==> config.mk <==
export PLATFORM = sky130hd
export DESIGN_NAME = security_options_join_config
export DESIGN_NICKNAME = d
export VERILOG_FILES = /design/src/hdl/security_options_pkg.sv /design/src/hdl/security_options_join_config.sv
export SDC_FILE = /design/constraint.sdc
export NUM_CORES = 1
export LEC_CHECK = 0
export BUFFER_PORTS_ARGS = -buffer_cell sky130_fd_sc_hd__buf_4
export CAP_MARGIN = 5
export CELL_PAD_IN_SITES_DETAIL_PLACEMENT = 1
export CELL_PAD_IN_SITES_GLOBAL_PLACEMENT = 1
export CORE_MARGIN = 3
export CORE_UTILIZATION = 40
export CTS_CLUSTER_SIZE = 12
export DETAILED_ROUTE_END_ITERATION = 7
export GPL_TIMING_DRIVEN = 1
export PLACE_DENSITY_LB_ADDON = 0.2
export SLEW_MARGIN = 20
export SYNTH_ARGS = -nofsm -noshare
export SYNTH_HDL_FRONTEND = slang
export SYNTH_SLANG_ARGS = --single-unit
==> constraint.sdc <==
create_clock -name mclk_i -period 4.75 [get_ports mclk_i]
set_input_delay 0.475 -clock mclk_i [delete_from_list [all_inputs] [get_ports mclk_i]]
set_output_delay 0.475 -clock mclk_i [all_outputs]
set_load 0.05 [all_outputs]
==> src/hdl/security_options_pkg.sv <==
// Functional notes
// - Admitting a unit as administrator increments last assigned address.
// - Key generation loads own address as last.
// - Last address: four bytes, MSB at lowest.
// - Stored copy governs pairing; working copy governs reception.
// - Bit 0: four presses, 3 s hold restores.
// - Bit 1: administrator shares key when pairing.
// - Bit 2: pairing may change key; serial always.
// - Bit 3: pairing may generate or accept address.
// - Bit 4 set means node, clear administrator.
// - Role one-to-zero needs both key copies cleared.
// - Key generation button function clears role bit.
// - Bit 5: accept plaintext, else silently discard.
// - Bit 7 clear blocks loosening bits 1,5,7.
// - Prohibited option change answered with negative acknowledge.
// - Lock stays until factory restore.
// - Thirty second hold makes administrator, indicator flashes.
// - Slow flash searching, fast flash after success.
// - Accepted plaintext packet sets plaintext flag.
// - Failed write sets flag byte 0 bit 2.
package security_options_pkg;
  localparam logic [7:0]  A_SEC_NV   = 8'h84;
  localparam logic [7:0]  A_LAST_B3  = 8'h8C;
  localparam logic [7:0]  A_LAST_B2  = 8'h8D;
  localparam logic [7:0]  A_LAST_B1  = 8'h8E;
  localparam logic [7:0]  A_LAST_B0  = 8'h8F;
  localparam logic [7:0]  A_FLAGS1   = 8'hCE;
  localparam logic [7:0]  A_FLAGS0   = 8'hCF;
  localparam logic [7:0]  A_SEC_VOL  = 8'hD4;
  localparam logic [7:0]  ESC_OFFSET = 8'h80;
  localparam logic [7:0]  B_HEADER   = 8'hFF;
  localparam logic [7:0]  B_ESCAPE   = 8'hFE;
  localparam logic [7:0]  B_ACK      = 8'h06;
  localparam logic [7:0]  B_NACK     = 8'h15;
  localparam int          BIT_RESTORE = 0;
  localparam int          BIT_SHARE   = 1;
  localparam int          BIT_KEYCHG  = 2;
  localparam int          BIT_ADDRCHG = 3;
  localparam int          BIT_NODE    = 4;
  localparam int          BIT_PLAIN   = 5;
  localparam int          BIT_CHANGE  = 7;
  localparam int          BIT_WFAIL   = 2;
  localparam int          BIT_PLAINRX = 2;
  localparam logic [7:0]  LOOSEN_MASK = 8'hA2;
  localparam logic [7:0]  OPT_DEFAULT = 8'hCF;
  localparam int          CLK_HZ      = 10_000_000;
  localparam int          TICK_US     = 1000;
  localparam int          TICK_CYCLES = CLK_HZ / 1_000_000 * TICK_US;
  localparam int          RESTORE_S   = 3;
  localparam int          ADMIN_S     = 30;
  localparam int          SHORT_MS    = 500;
  localparam int          SLOW_HALF_MS = 500;
  localparam int          FAST_HALF_MS = 100;
  localparam logic [2:0]  PRESS_COUNT = 3'h4;
  typedef enum logic [5:0] {
    P_HDR   = 6'h01,
    P_SIZE  = 6'h02,
    P_OP    = 6'h04,
    P_ESC   = 6'h08,
    P_RADDR = 6'h10,
    P_WVAL  = 6'h20
  } parse_t;
endpackage

==> src/hdl/security_options_join_config.sv <==
`timescale 1ns/1ps
`default_nettype none
module security_options_join_config
  import security_options_pkg::*;
#(
  parameter int unsigned TICK_CYC   = TICK_CYCLES,
  parameter int unsigned RESTORE_MS = RESTORE_S * 1000,
  parameter int unsigned ADMIN_MS   = ADMIN_S * 1000,
  parameter int unsigned SHORT_HOLD = SHORT_MS
) (
  input  wire logic        mclk_i,
  input  wire logic        reset_i,
  input  wire logic [7:0]  rx_byte_i,
  input  wire logic        rx_valid_i,
  output logic             rx_ready_o,
  output logic [7:0]       tx_byte_o,
  output logic             tx_valid_o,
  input  wire logic        tx_ready_i,
  input  wire logic        push_button_input_i,
  input  wire logic        join_admit_i,
  input  wire logic        key_generated_i,
  input  wire logic [31:0] own_address_i,
  input  wire logic        keys_cleared_i,
  input  wire logic        plain_rx_i,
  input  wire logic        pair_search_i,
  input  wire logic        pair_done_i,
  output logic             plain_accept_o,
  output logic             key_share_allow_o,
  output logic             key_change_allow_o,
  output logic             address_change_allow_o,
  output logic             node_role_select_o,
  output logic [31:0]      last_join_address_o,
  output logic             factory_restore_o,
  output logic             key_generate_o,
  output logic             status_indicator_led_o
);

  typedef struct packed {
    logic [7:0]  nv_opt;
    logic [7:0]  vol_opt;
    logic [31:0] last_addr;
    logic [7:0]  flags0;
    logic [7:0]  flags1;
    parse_t      pst;
    logic [23:0] tx_buf;
    logic [1:0]  tx_left;
    logic [13:0] tick_cnt;
    logic [15:0] hold_ms;
    logic [15:0] gap_ms;
    logic [2:0]  presses;
    logic        btn_prev;
    logic        restore_done;
    logic        admin_done;
    logic        restore_pls;
    logic        admin_pls;
    logic [9:0]  led_ms;
    logic        led;
  } state_t;

  state_t state_reg;
  state_t state_next;
  logic   resp_nack;

  // A write is legal unless it loosens a locked register or drops the
  // node role while a network key is still held.
  function automatic logic opt_ok(input logic [7:0] old_v,
                                  input logic [7:0] new_v,
                                  input logic       keys_clr);
    logic loosen;
    logic role_drop;
    loosen    = |(~old_v & new_v & LOOSEN_MASK);
    role_drop = old_v[BIT_NODE] & ~new_v[BIT_NODE];
    return (old_v[BIT_CHANGE] | ~loosen)
           & ~(role_drop & ~keys_clr);
  endfunction

  always_comb begin
    logic        tick;
    logic [7:0]  addr;
    logic        go_rd;
    logic        go_wr;
    logic        rd_hit;
    logic [7:0]  rd_val;
    logic        wr_bad;
    logic        half_hit;
    logic        fast;
    logic [9:0]  half;
    state_next = state_reg;
    tick       = state_reg.tick_cnt == 14'(TICK_CYC - 1);
    addr       = rx_byte_i + ESC_OFFSET;
    go_rd      = 1'b0;
    go_wr      = 1'b0;
    rd_hit     = 1'b1;
    rd_val     = 8'h00;
    wr_bad     = 1'b0;
    resp_nack  = 1'b0;
    half_hit   = 1'b0;
    fast       = 1'b0;
    half       = 10'(SLOW_HALF_MS - 1);
    state_next.restore_pls = 1'b0;
    state_next.admin_pls   = 1'b0;
    state_next.tick_cnt    = tick ? 14'h0000 : state_reg.tick_cnt + 14'h0001;

    // Transmit shifter: oldest byte sits in the top lane.
    if (state_reg.tx_left != 2'h0 && tx_ready_i) begin
      state_next.tx_buf  = {state_reg.tx_buf[15:0], 8'h00};
      state_next.tx_left = state_reg.tx_left - 2'h1;
    end

    // Command parser; a header byte always restarts a frame.
    if (rx_valid_i && state_reg.tx_left == 2'h0) begin
      if (rx_byte_i == B_HEADER) begin
        state_next.pst = P_SIZE;
      end else begin
        case (state_reg.pst)
          P_HDR:  state_next.pst = P_HDR;
          P_SIZE: state_next.pst = P_OP;
          P_OP: begin
            state_next.pst = (rx_byte_i == B_ESCAPE) ? P_ESC : P_HDR;
            resp_nack      = rx_byte_i != B_ESCAPE;
          end
          P_ESC: begin
            if (rx_byte_i == B_ESCAPE) begin
              state_next.pst = P_RADDR;
            end else begin
              state_next.pst    = P_WVAL;
              state_next.tx_buf = {addr, 16'h0000};
            end
          end
          P_RADDR: begin
            state_next.pst = P_HDR;
            go_rd          = 1'b1;
          end
          P_WVAL: begin
            state_next.pst = P_HDR;
            go_wr          = 1'b1;
          end
          default: state_next.pst = P_HDR;
        endcase
      end
    end

    if (go_rd) begin
      case (addr)
        A_SEC_NV:  rd_val = state_reg.nv_opt;
        A_SEC_VOL: rd_val = state_reg.vol_opt;
        A_LAST_B3: rd_val = state_reg.last_addr[31:24];
        A_LAST_B2: rd_val = state_reg.last_addr[23:16];
        A_LAST_B1: rd_val = state_reg.last_addr[15:8];
        A_LAST_B0: rd_val = state_reg.last_addr[7:0];
        A_FLAGS0:  rd_val = state_reg.flags0;
        A_FLAGS1:  rd_val = state_reg.flags1;
        default:   rd_hit = 1'b0;
      endcase
      if (rd_hit) begin
        state_next.tx_buf  = {B_ACK, addr, rd_val};
        state_next.tx_left = 2'h3;
      end else begin
        resp_nack = 1'b1;
      end
    end

    // Register writes; the target address was parked in the tx lane.
    if (go_wr) begin
      case (state_reg.tx_buf[23:16])
        A_SEC_NV: begin
          wr_bad = ~opt_ok(state_reg.nv_opt, rx_byte_i, keys_cleared_i);
          if (!wr_bad) state_next.nv_opt = rx_byte_i;
        end
        A_SEC_VOL: begin
          wr_bad = ~opt_ok(state_reg.vol_opt, rx_byte_i, keys_cleared_i);
          if (!wr_bad) state_next.vol_opt = rx_byte_i;
        end
        A_LAST_B3: state_next.last_addr[31:24] = rx_byte_i;
        A_LAST_B2: state_next.last_addr[23:16] = rx_byte_i;
        A_LAST_B1: state_next.last_addr[15:8]  = rx_byte_i;
        A_LAST_B0: state_next.last_addr[7:0]   = rx_byte_i;
        A_FLAGS0:  state_next.flags0 = state_reg.flags0 & rx_byte_i;
        A_FLAGS1:  state_next.flags1 = state_reg.flags1 & rx_byte_i;
        default:   wr_bad = 1'b1;
      endcase
      if (wr_bad) begin
        resp_nack = 1'b1;
      end else begin
        state_next.tx_buf  = {B_ACK, 16'h0000};
        state_next.tx_left = 2'h1;
      end
    end
    if (resp_nack) begin
      state_next.tx_buf  = {B_NACK, 16'h0000};
      state_next.tx_left = 2'h1;
    end

    // Sets are applied after the software clear so a coincident event wins.
    if (resp_nack && go_wr) state_next.flags0[BIT_WFAIL] = 1'b1;
    if (plain_rx_i && state_reg.vol_opt[BIT_PLAIN]) begin
      state_next.flags1[BIT_PLAINRX] = 1'b1;
    end

    // Push-button timing in millisecond ticks.
    state_next.btn_prev = push_button_input_i;
    if (push_button_input_i && !state_reg.btn_prev) begin
      state_next.hold_ms = 16'h0000;
    end else if (push_button_input_i) begin
      if (tick && state_reg.hold_ms != 16'hFFFF) begin
        state_next.hold_ms = state_reg.hold_ms + 16'h0001;
      end
      if (state_reg.hold_ms >= 16'(RESTORE_MS) && !state_reg.restore_done &&
          state_reg.presses == PRESS_COUNT &&
          state_reg.nv_opt[BIT_RESTORE]) begin
        state_next.restore_done = 1'b1;
        state_next.restore_pls  = 1'b1;
      end
      if (state_reg.hold_ms >= 16'(ADMIN_MS) && !state_reg.admin_done) begin
        state_next.admin_done = 1'b1;
        state_next.admin_pls  = 1'b1;
      end
    end else if (state_reg.btn_prev) begin
      if (state_reg.hold_ms < 16'(SHORT_HOLD)) begin
        if (state_reg.presses != PRESS_COUNT) begin
          state_next.presses = state_reg.presses + 3'h1;
        end
      end else begin
        state_next.presses = 3'h0;
      end
      state_next.gap_ms       = 16'h0000;
      state_next.restore_done = 1'b0;
      state_next.admin_done   = 1'b0;
    end else if (tick) begin
      // A long pause between presses abandons the sequence.
      if (state_reg.gap_ms >= 16'(SHORT_HOLD)) begin
        state_next.presses = 3'h0;
      end else begin
        state_next.gap_ms = state_reg.gap_ms + 16'h0001;
      end
    end

    // Address bookkeeping; key generation outranks an admission.
    if (join_admit_i && !state_reg.nv_opt[BIT_NODE]) begin
      state_next.last_addr = state_reg.last_addr + 32'h0000_0001;
    end
    if (key_generated_i || state_reg.admin_pls) begin
      state_next.last_addr = own_address_i;
    end
    if (state_reg.admin_pls) begin
      state_next.nv_opt[BIT_NODE]  = 1'b0;
      state_next.vol_opt[BIT_NODE] = 1'b0;
    end
    if (state_reg.restore_pls) begin
      state_next.nv_opt  = OPT_DEFAULT;
      state_next.vol_opt = OPT_DEFAULT;
    end

    // Indicator: fast while admin hold is confirmed or paired, slow while searching, else off.
    fast = (state_reg.admin_done && push_button_input_i) || pair_done_i;
    if (fast) half = 10'(FAST_HALF_MS - 1);
    if (fast || pair_search_i) begin
      if (tick) begin
        half_hit = state_reg.led_ms >= half;
        state_next.led_ms = half_hit ? 10'h000 : state_reg.led_ms + 10'h001;
        if (half_hit) state_next.led = ~state_reg.led;
      end
    end else begin
      state_next.led_ms = 10'h000;
      state_next.led    = 1'b0;
    end
  end

  always_ff @(posedge mclk_i or posedge reset_i) begin
    if (reset_i) begin
      state_reg         <= '0;
      state_reg.nv_opt  <= OPT_DEFAULT;
      state_reg.vol_opt <= OPT_DEFAULT;
      state_reg.pst     <= P_HDR;
    end else begin
      state_reg <= state_next;
    end
  end

  // The volatile copy governs reception; pairing follows the stored copy.
  assign plain_accept_o = plain_rx_i & state_reg.vol_opt[BIT_PLAIN];
  assign key_share_allow_o = state_reg.nv_opt[BIT_SHARE] &
                             ~state_reg.nv_opt[BIT_NODE];
  assign key_change_allow_o     = state_reg.nv_opt[BIT_KEYCHG];
  assign address_change_allow_o = state_reg.nv_opt[BIT_ADDRCHG];
  assign node_role_select_o     = state_reg.nv_opt[BIT_NODE];
  assign last_join_address_o    = state_reg.last_addr;
  assign factory_restore_o      = state_reg.restore_pls;
  assign key_generate_o         = state_reg.admin_pls;
  assign status_indicator_led_o = state_reg.led;
  assign tx_byte_o              = state_reg.tx_buf[23:16];
  assign tx_valid_o             = state_reg.tx_left != 2'h0;
  assign rx_ready_o             = state_reg.tx_left == 2'h0;

  property p_admit_inc;
    @(posedge mclk_i) disable iff (reset_i)
    join_admit_i && !node_role_select_o && !key_generated_i &&
    !key_generate_o && !rx_valid_i
    |=> last_join_address_o == $past(last_join_address_o) + 32'h0000_0001;
  endproperty
  a_admit_inc: assert property (p_admit_inc)
    else $error("last address not incremented on admission");

  property p_keygen_load;
    @(posedge mclk_i) disable iff (reset_i)
    key_generated_i |=> last_join_address_o == $past(own_address_i);
  endproperty
  a_keygen_load: assert property (p_keygen_load)
    else $error("last address not loaded on key generation");

  property p_lock_sticky;
    @(posedge mclk_i) disable iff (reset_i)
    !state_reg.nv_opt[BIT_CHANGE] && !factory_restore_o
    |=> !state_reg.nv_opt[BIT_CHANGE];
  endproperty
  a_lock_sticky: assert property (p_lock_sticky)
    else $error("lock bit reopened without factory restore");

  property p_role_guard;
    @(posedge mclk_i) disable iff (reset_i)
    $fell(node_role_select_o) |-> $past(keys_cleared_i) ||
                                  $past(key_generate_o) ||
                                  $past(factory_restore_o);
  endproperty
  a_role_guard: assert property (p_role_guard)
    else $error("role dropped while key still held");

  property p_share_locked;
    @(posedge mclk_i) disable iff (reset_i)
    !$past(state_reg.nv_opt[BIT_CHANGE]) && !$past(factory_restore_o)
    |-> !$rose(state_reg.nv_opt[BIT_SHARE]);
  endproperty
  a_share_locked: assert property (p_share_locked)
    else $error("key sharing loosened while locked");

  property p_wfail;
    @(posedge mclk_i) disable iff (reset_i)
    resp_nack && state_reg.pst == P_WVAL
    |=> state_reg.flags0[BIT_WFAIL] && tx_byte_o == B_NACK && tx_valid_o;
  endproperty
  a_wfail: assert property (p_wfail)
    else $error("refused write lacks negative answer or flag");

  property p_plain_flag;
    @(posedge mclk_i) disable iff (reset_i)
    plain_rx_i && state_reg.vol_opt[BIT_PLAIN]
    |=> state_reg.flags1[BIT_PLAINRX];
  endproperty
  a_plain_flag: assert property (p_plain_flag)
    else $error("plaintext flag not set on accepted packet");

  property p_plain_drop;
    @(posedge mclk_i) disable iff (reset_i)
    !state_reg.vol_opt[BIT_PLAIN] |-> !plain_accept_o;
  endproperty
  a_plain_drop: assert property (p_plain_drop)
    else $error("plaintext packet accepted while disabled");

  property p_restore;
    @(posedge mclk_i) disable iff (reset_i)
    factory_restore_o |=> state_reg.nv_opt == OPT_DEFAULT &&
                          state_reg.vol_opt == OPT_DEFAULT;
  endproperty
  a_restore: assert property (p_restore)
    else $error("options not restored to defaults");

endmodule
`default_nettype wire

==> impl_metrics.env <==
export IMPL_fp_row_count=57
export IMPL_num_vias=8882
export IMPL_grt_max_degree=162
export IMPL_cp_max_fo=21
export IMPL_drt_pass1_iterations=5
export IMPL_setup_ws_ps=1690
export IMPL_r2r_start="state_reg[65]$_DFF_PP0_"
export IMPL_largest_reg_flops=115
export IMPL_cp_num_cells=7
export IMPL_numClockSinks=161
export IMPL_crit_start="state_reg[65]$_DFF_PP0_"
export IMPL_max_freq_ghz=0.326
export IMPL_fin_worst_skew_ps=14.4
export IMPL_yosys_cell_types_count=92
export IMPL_die_h_um=164
export IMPL_hp_class="input port to flip-flop"
export IMPL_rsz0062_at_grt="false"
export IMPL_antenna_found_initial=0
export IMPL_critPathCapture="last_join_address_o[22]$_DFFE_PP0P_"
export IMPL_final_cell_mix="dfrtp_1, buf_4, nor2_1"
export IMPL_vias_per_cell=6.07
export IMPL_fin_nets=1190
export IMPL_place_congestion=0.895
export IMPL_htreeDepth=4
export IMPL_power_leakage_nw=4.92
export IMPL_syn_nets=1161
export IMPL_cts_root_buf="clkbuf_16"
export IMPL_critical_path_top_delay_family="compound AO/OA/AOI/OAI gates"
export IMPL_ctsResizeCount=0
export IMPL_crit_type="flip-flop to flip-flop"
export IMPL_avgSynthCellArea_um2=9.11
export IMPL_drt_wl_total_mm=32.4
export IMPL_design_die_area_um2=26900
export IMPL_portBuffers=100
export IMPL_fin_crit_sh_pct=64.5
export IMPL_cts_hold_buffers_added=0
export IMPL_status="complete, no violations"
export IMPL_max_stage_delay_ps=660
export IMPL_reg2reg_slack_ps=1690
export IMPL_synth_warnings=0
export IMPL_io_pins=101
export IMPL_fp_coreArea_um2=24500
export IMPL_setup_tns_ps=0
export IMPL_clockBufferDepth=2
export IMPL_worstMarginPinSlew_ps=1040
export IMPL_grt_pass1_vias=9022
export IMPL_crit_slowest_cell="o211a_1"
export IMPL_drt_iter0_drc=785
export IMPL_ys_seq_elements=161
export IMPL_cts_buffers=17
export IMPL_synth_edf_count=0
export IMPL_grt_overflow=0
export IMPL_finalHoldViolCount=0
export IMPL_synth_area_um2=9990
export IMPL_clk_latency_ps=440
export IMPL_antennaDiodeCount=0
export IMPL_setup_viol=0
export IMPL_die_w_um=164
export IMPL_ys_seq_area_share_pct=40.5
export IMPL_start_util_pct=40.9
export IMPL_netlist_instances=1097
export IMPL_reg2reg_depth=7
export IMPL_post_cts_buffers=0
export IMPL_antenna_left=0
export IMPL_drive_gt1_share_pct=18.5
export IMPL_drc_errors=0
export IMPL_cp_end_kind="flip-flop"
export IMPL_ys_flop_type="dfrtp_1"
export IMPL_cp_cell_sequence="inv_1 -> ha_1 -> and4b_1 -> o211a_1 -> a31oi_1 -> a2111o_1 -> o221a_2"
export IMPL_start_kind="flip-flop"
export IMPL_layout_commonest_cell="dfrtp_1"
export IMPL_drv_slew=0
export IMPL_min_period_ps=3060
export IMPL_cp_required_ps=5080
export IMPL_post_dp_hpwl_mm=22.6
export IMPL_grt_pass1_wl_mm=51.9
export IMPL_place_ws_ps=1460
export IMPL_p_per_area_nw_per_um2=325
export IMPL_wire_per_inst_um=22.2
export IMPL_worst_path_buf_inv=1
export IMPL_crit_arrival_ps=3390
export IMPL_drv_cap=0
export IMPL_grt_usage_pct=24.6
export IMPL_r2r_end="last_join_address_o[22]$_DFFE_PP0P_"
export IMPL_area_growth_pct=13.2
export IMPL_cts_tree="yes"
export IMPL_ir_worst_vdd_mv=0.250
export IMPL_clk_pin_slew_worst_paths_ps=80
export IMPL_slew_headroom_pct=29.8
export IMPL_async_reset_ff_share_pct=100
## cells in the mapped netlist, types with 16 or more instances
cell,n,share of area [%]
buf_4,45,3.4
nand4_1,23,1.4
nor2_1,86,3.2
and2_1,18,1.1
dfrtp_1,148,37
o21ai_0,52,2.6
inv_1,38,1.4
mux2_2,18,2.0
buf_2,18,0.90
o21a_1,17,1.3
a21oi_1,59,3.0
or3_1,16,1.0
mux2i_1,26,2.6
nor3_1,30,1.5
o31ai_1,24,1.8
nand3_1,48,2.4
clkbuf_1,34,1.3
a31oi_1,20,1.3
nand2_1,81,3.0
## cells by family (layout without fill, tap and decap cells)
group | count (synthesis) | count (layout) | synth area share (%)
AND/OR/NAND/NOR | 409 | 409 | 22.4
buffers and inverters | 141 | 183 | 7.29
flip-flops | 161 | 161 | 40.5
AO/OA/AOI/OAI | 310 | 310 | 21.9
multiplexers | 44 | 44 | 4.63
XOR/XNOR | 19 | 19 | 1.67
adder cells (fa/ha/maj) | 13 | 13 | 1.63
## stage by stage
stage                     std cells  cell area, um^2  power (mW)  utilization (%)  hold slack [ps]
final                          1463            11300        3.68             46.2              266
after global routing           1463            11300        3.84             46.2              240
after CTS                      1463            11300        3.70             46.2              248
after detailed placement       1431            10700        2.24             43.7              454
after global placement         1431            10700        2.22             43.7              446
after floorplan                1097            10000        2.03                -              425
## area by class of cell
type	instances	area, um^2
fillers	2800	13200
multi-input cells	795	5240
flip-flops and latches	161	4050
repair buffers	112	853
clock buffers	17	425
well taps	324	405
clock inverters	15	194
inverters	39	150
## layer usage
metal | wire length (um) | share of wire, % | vias up | track usage (%)
met5 | 0 | 0 | - | 0
met3 | 1630 | 5.0 | 33 | 4.46
met4 | 437 | 1.3 | 0 | 4.88
li1 | - | - | 4100 | -
met1 | 14600 | 45 | 4510 | 33.5
met2 | 15800 | 49 | 239 | 41.3
## worst min-delay path, delay by kind of cell
kind,cells,cell delay (ps)
compound gates,1,50
simple gates,1,60
buf+inv,1,80
## worst min path at each step
stage	from	to	slack, ps	depth (start not counted)
4_1_cts	own_address_i[29]	last_join_address_o[29]$_DFFE_PP0P_	250	3
6_report	own_address_i[29]	last_join_address_o[29]$_DFFE_PP0P_	270	3
3_3_place_gp	state_reg[51]$_DFF_PP0_	state_reg[51]$_DFF_PP0_	450	1
3_5_place_dp	state_reg[51]$_DFF_PP0_	state_reg[51]$_DFF_PP0_	450	1
2_1_floorplan	state_reg[51]$_DFF_PP0_	state_reg[51]$_DFF_PP0_	430	1
5_1_grt	own_address_i[29]	last_join_address_o[29]$_DFFE_PP0P_	240	3
## where the power goes
group / internal (mW) / total [mW] / switching [mW]
Combinational: 0.229 / 0.678 / 0.449
Clock: 0.763 / 1.46 / 0.699
Sequential: 1.43 / 1.54 / 0.106
Power figures use the tool's default switching activity.
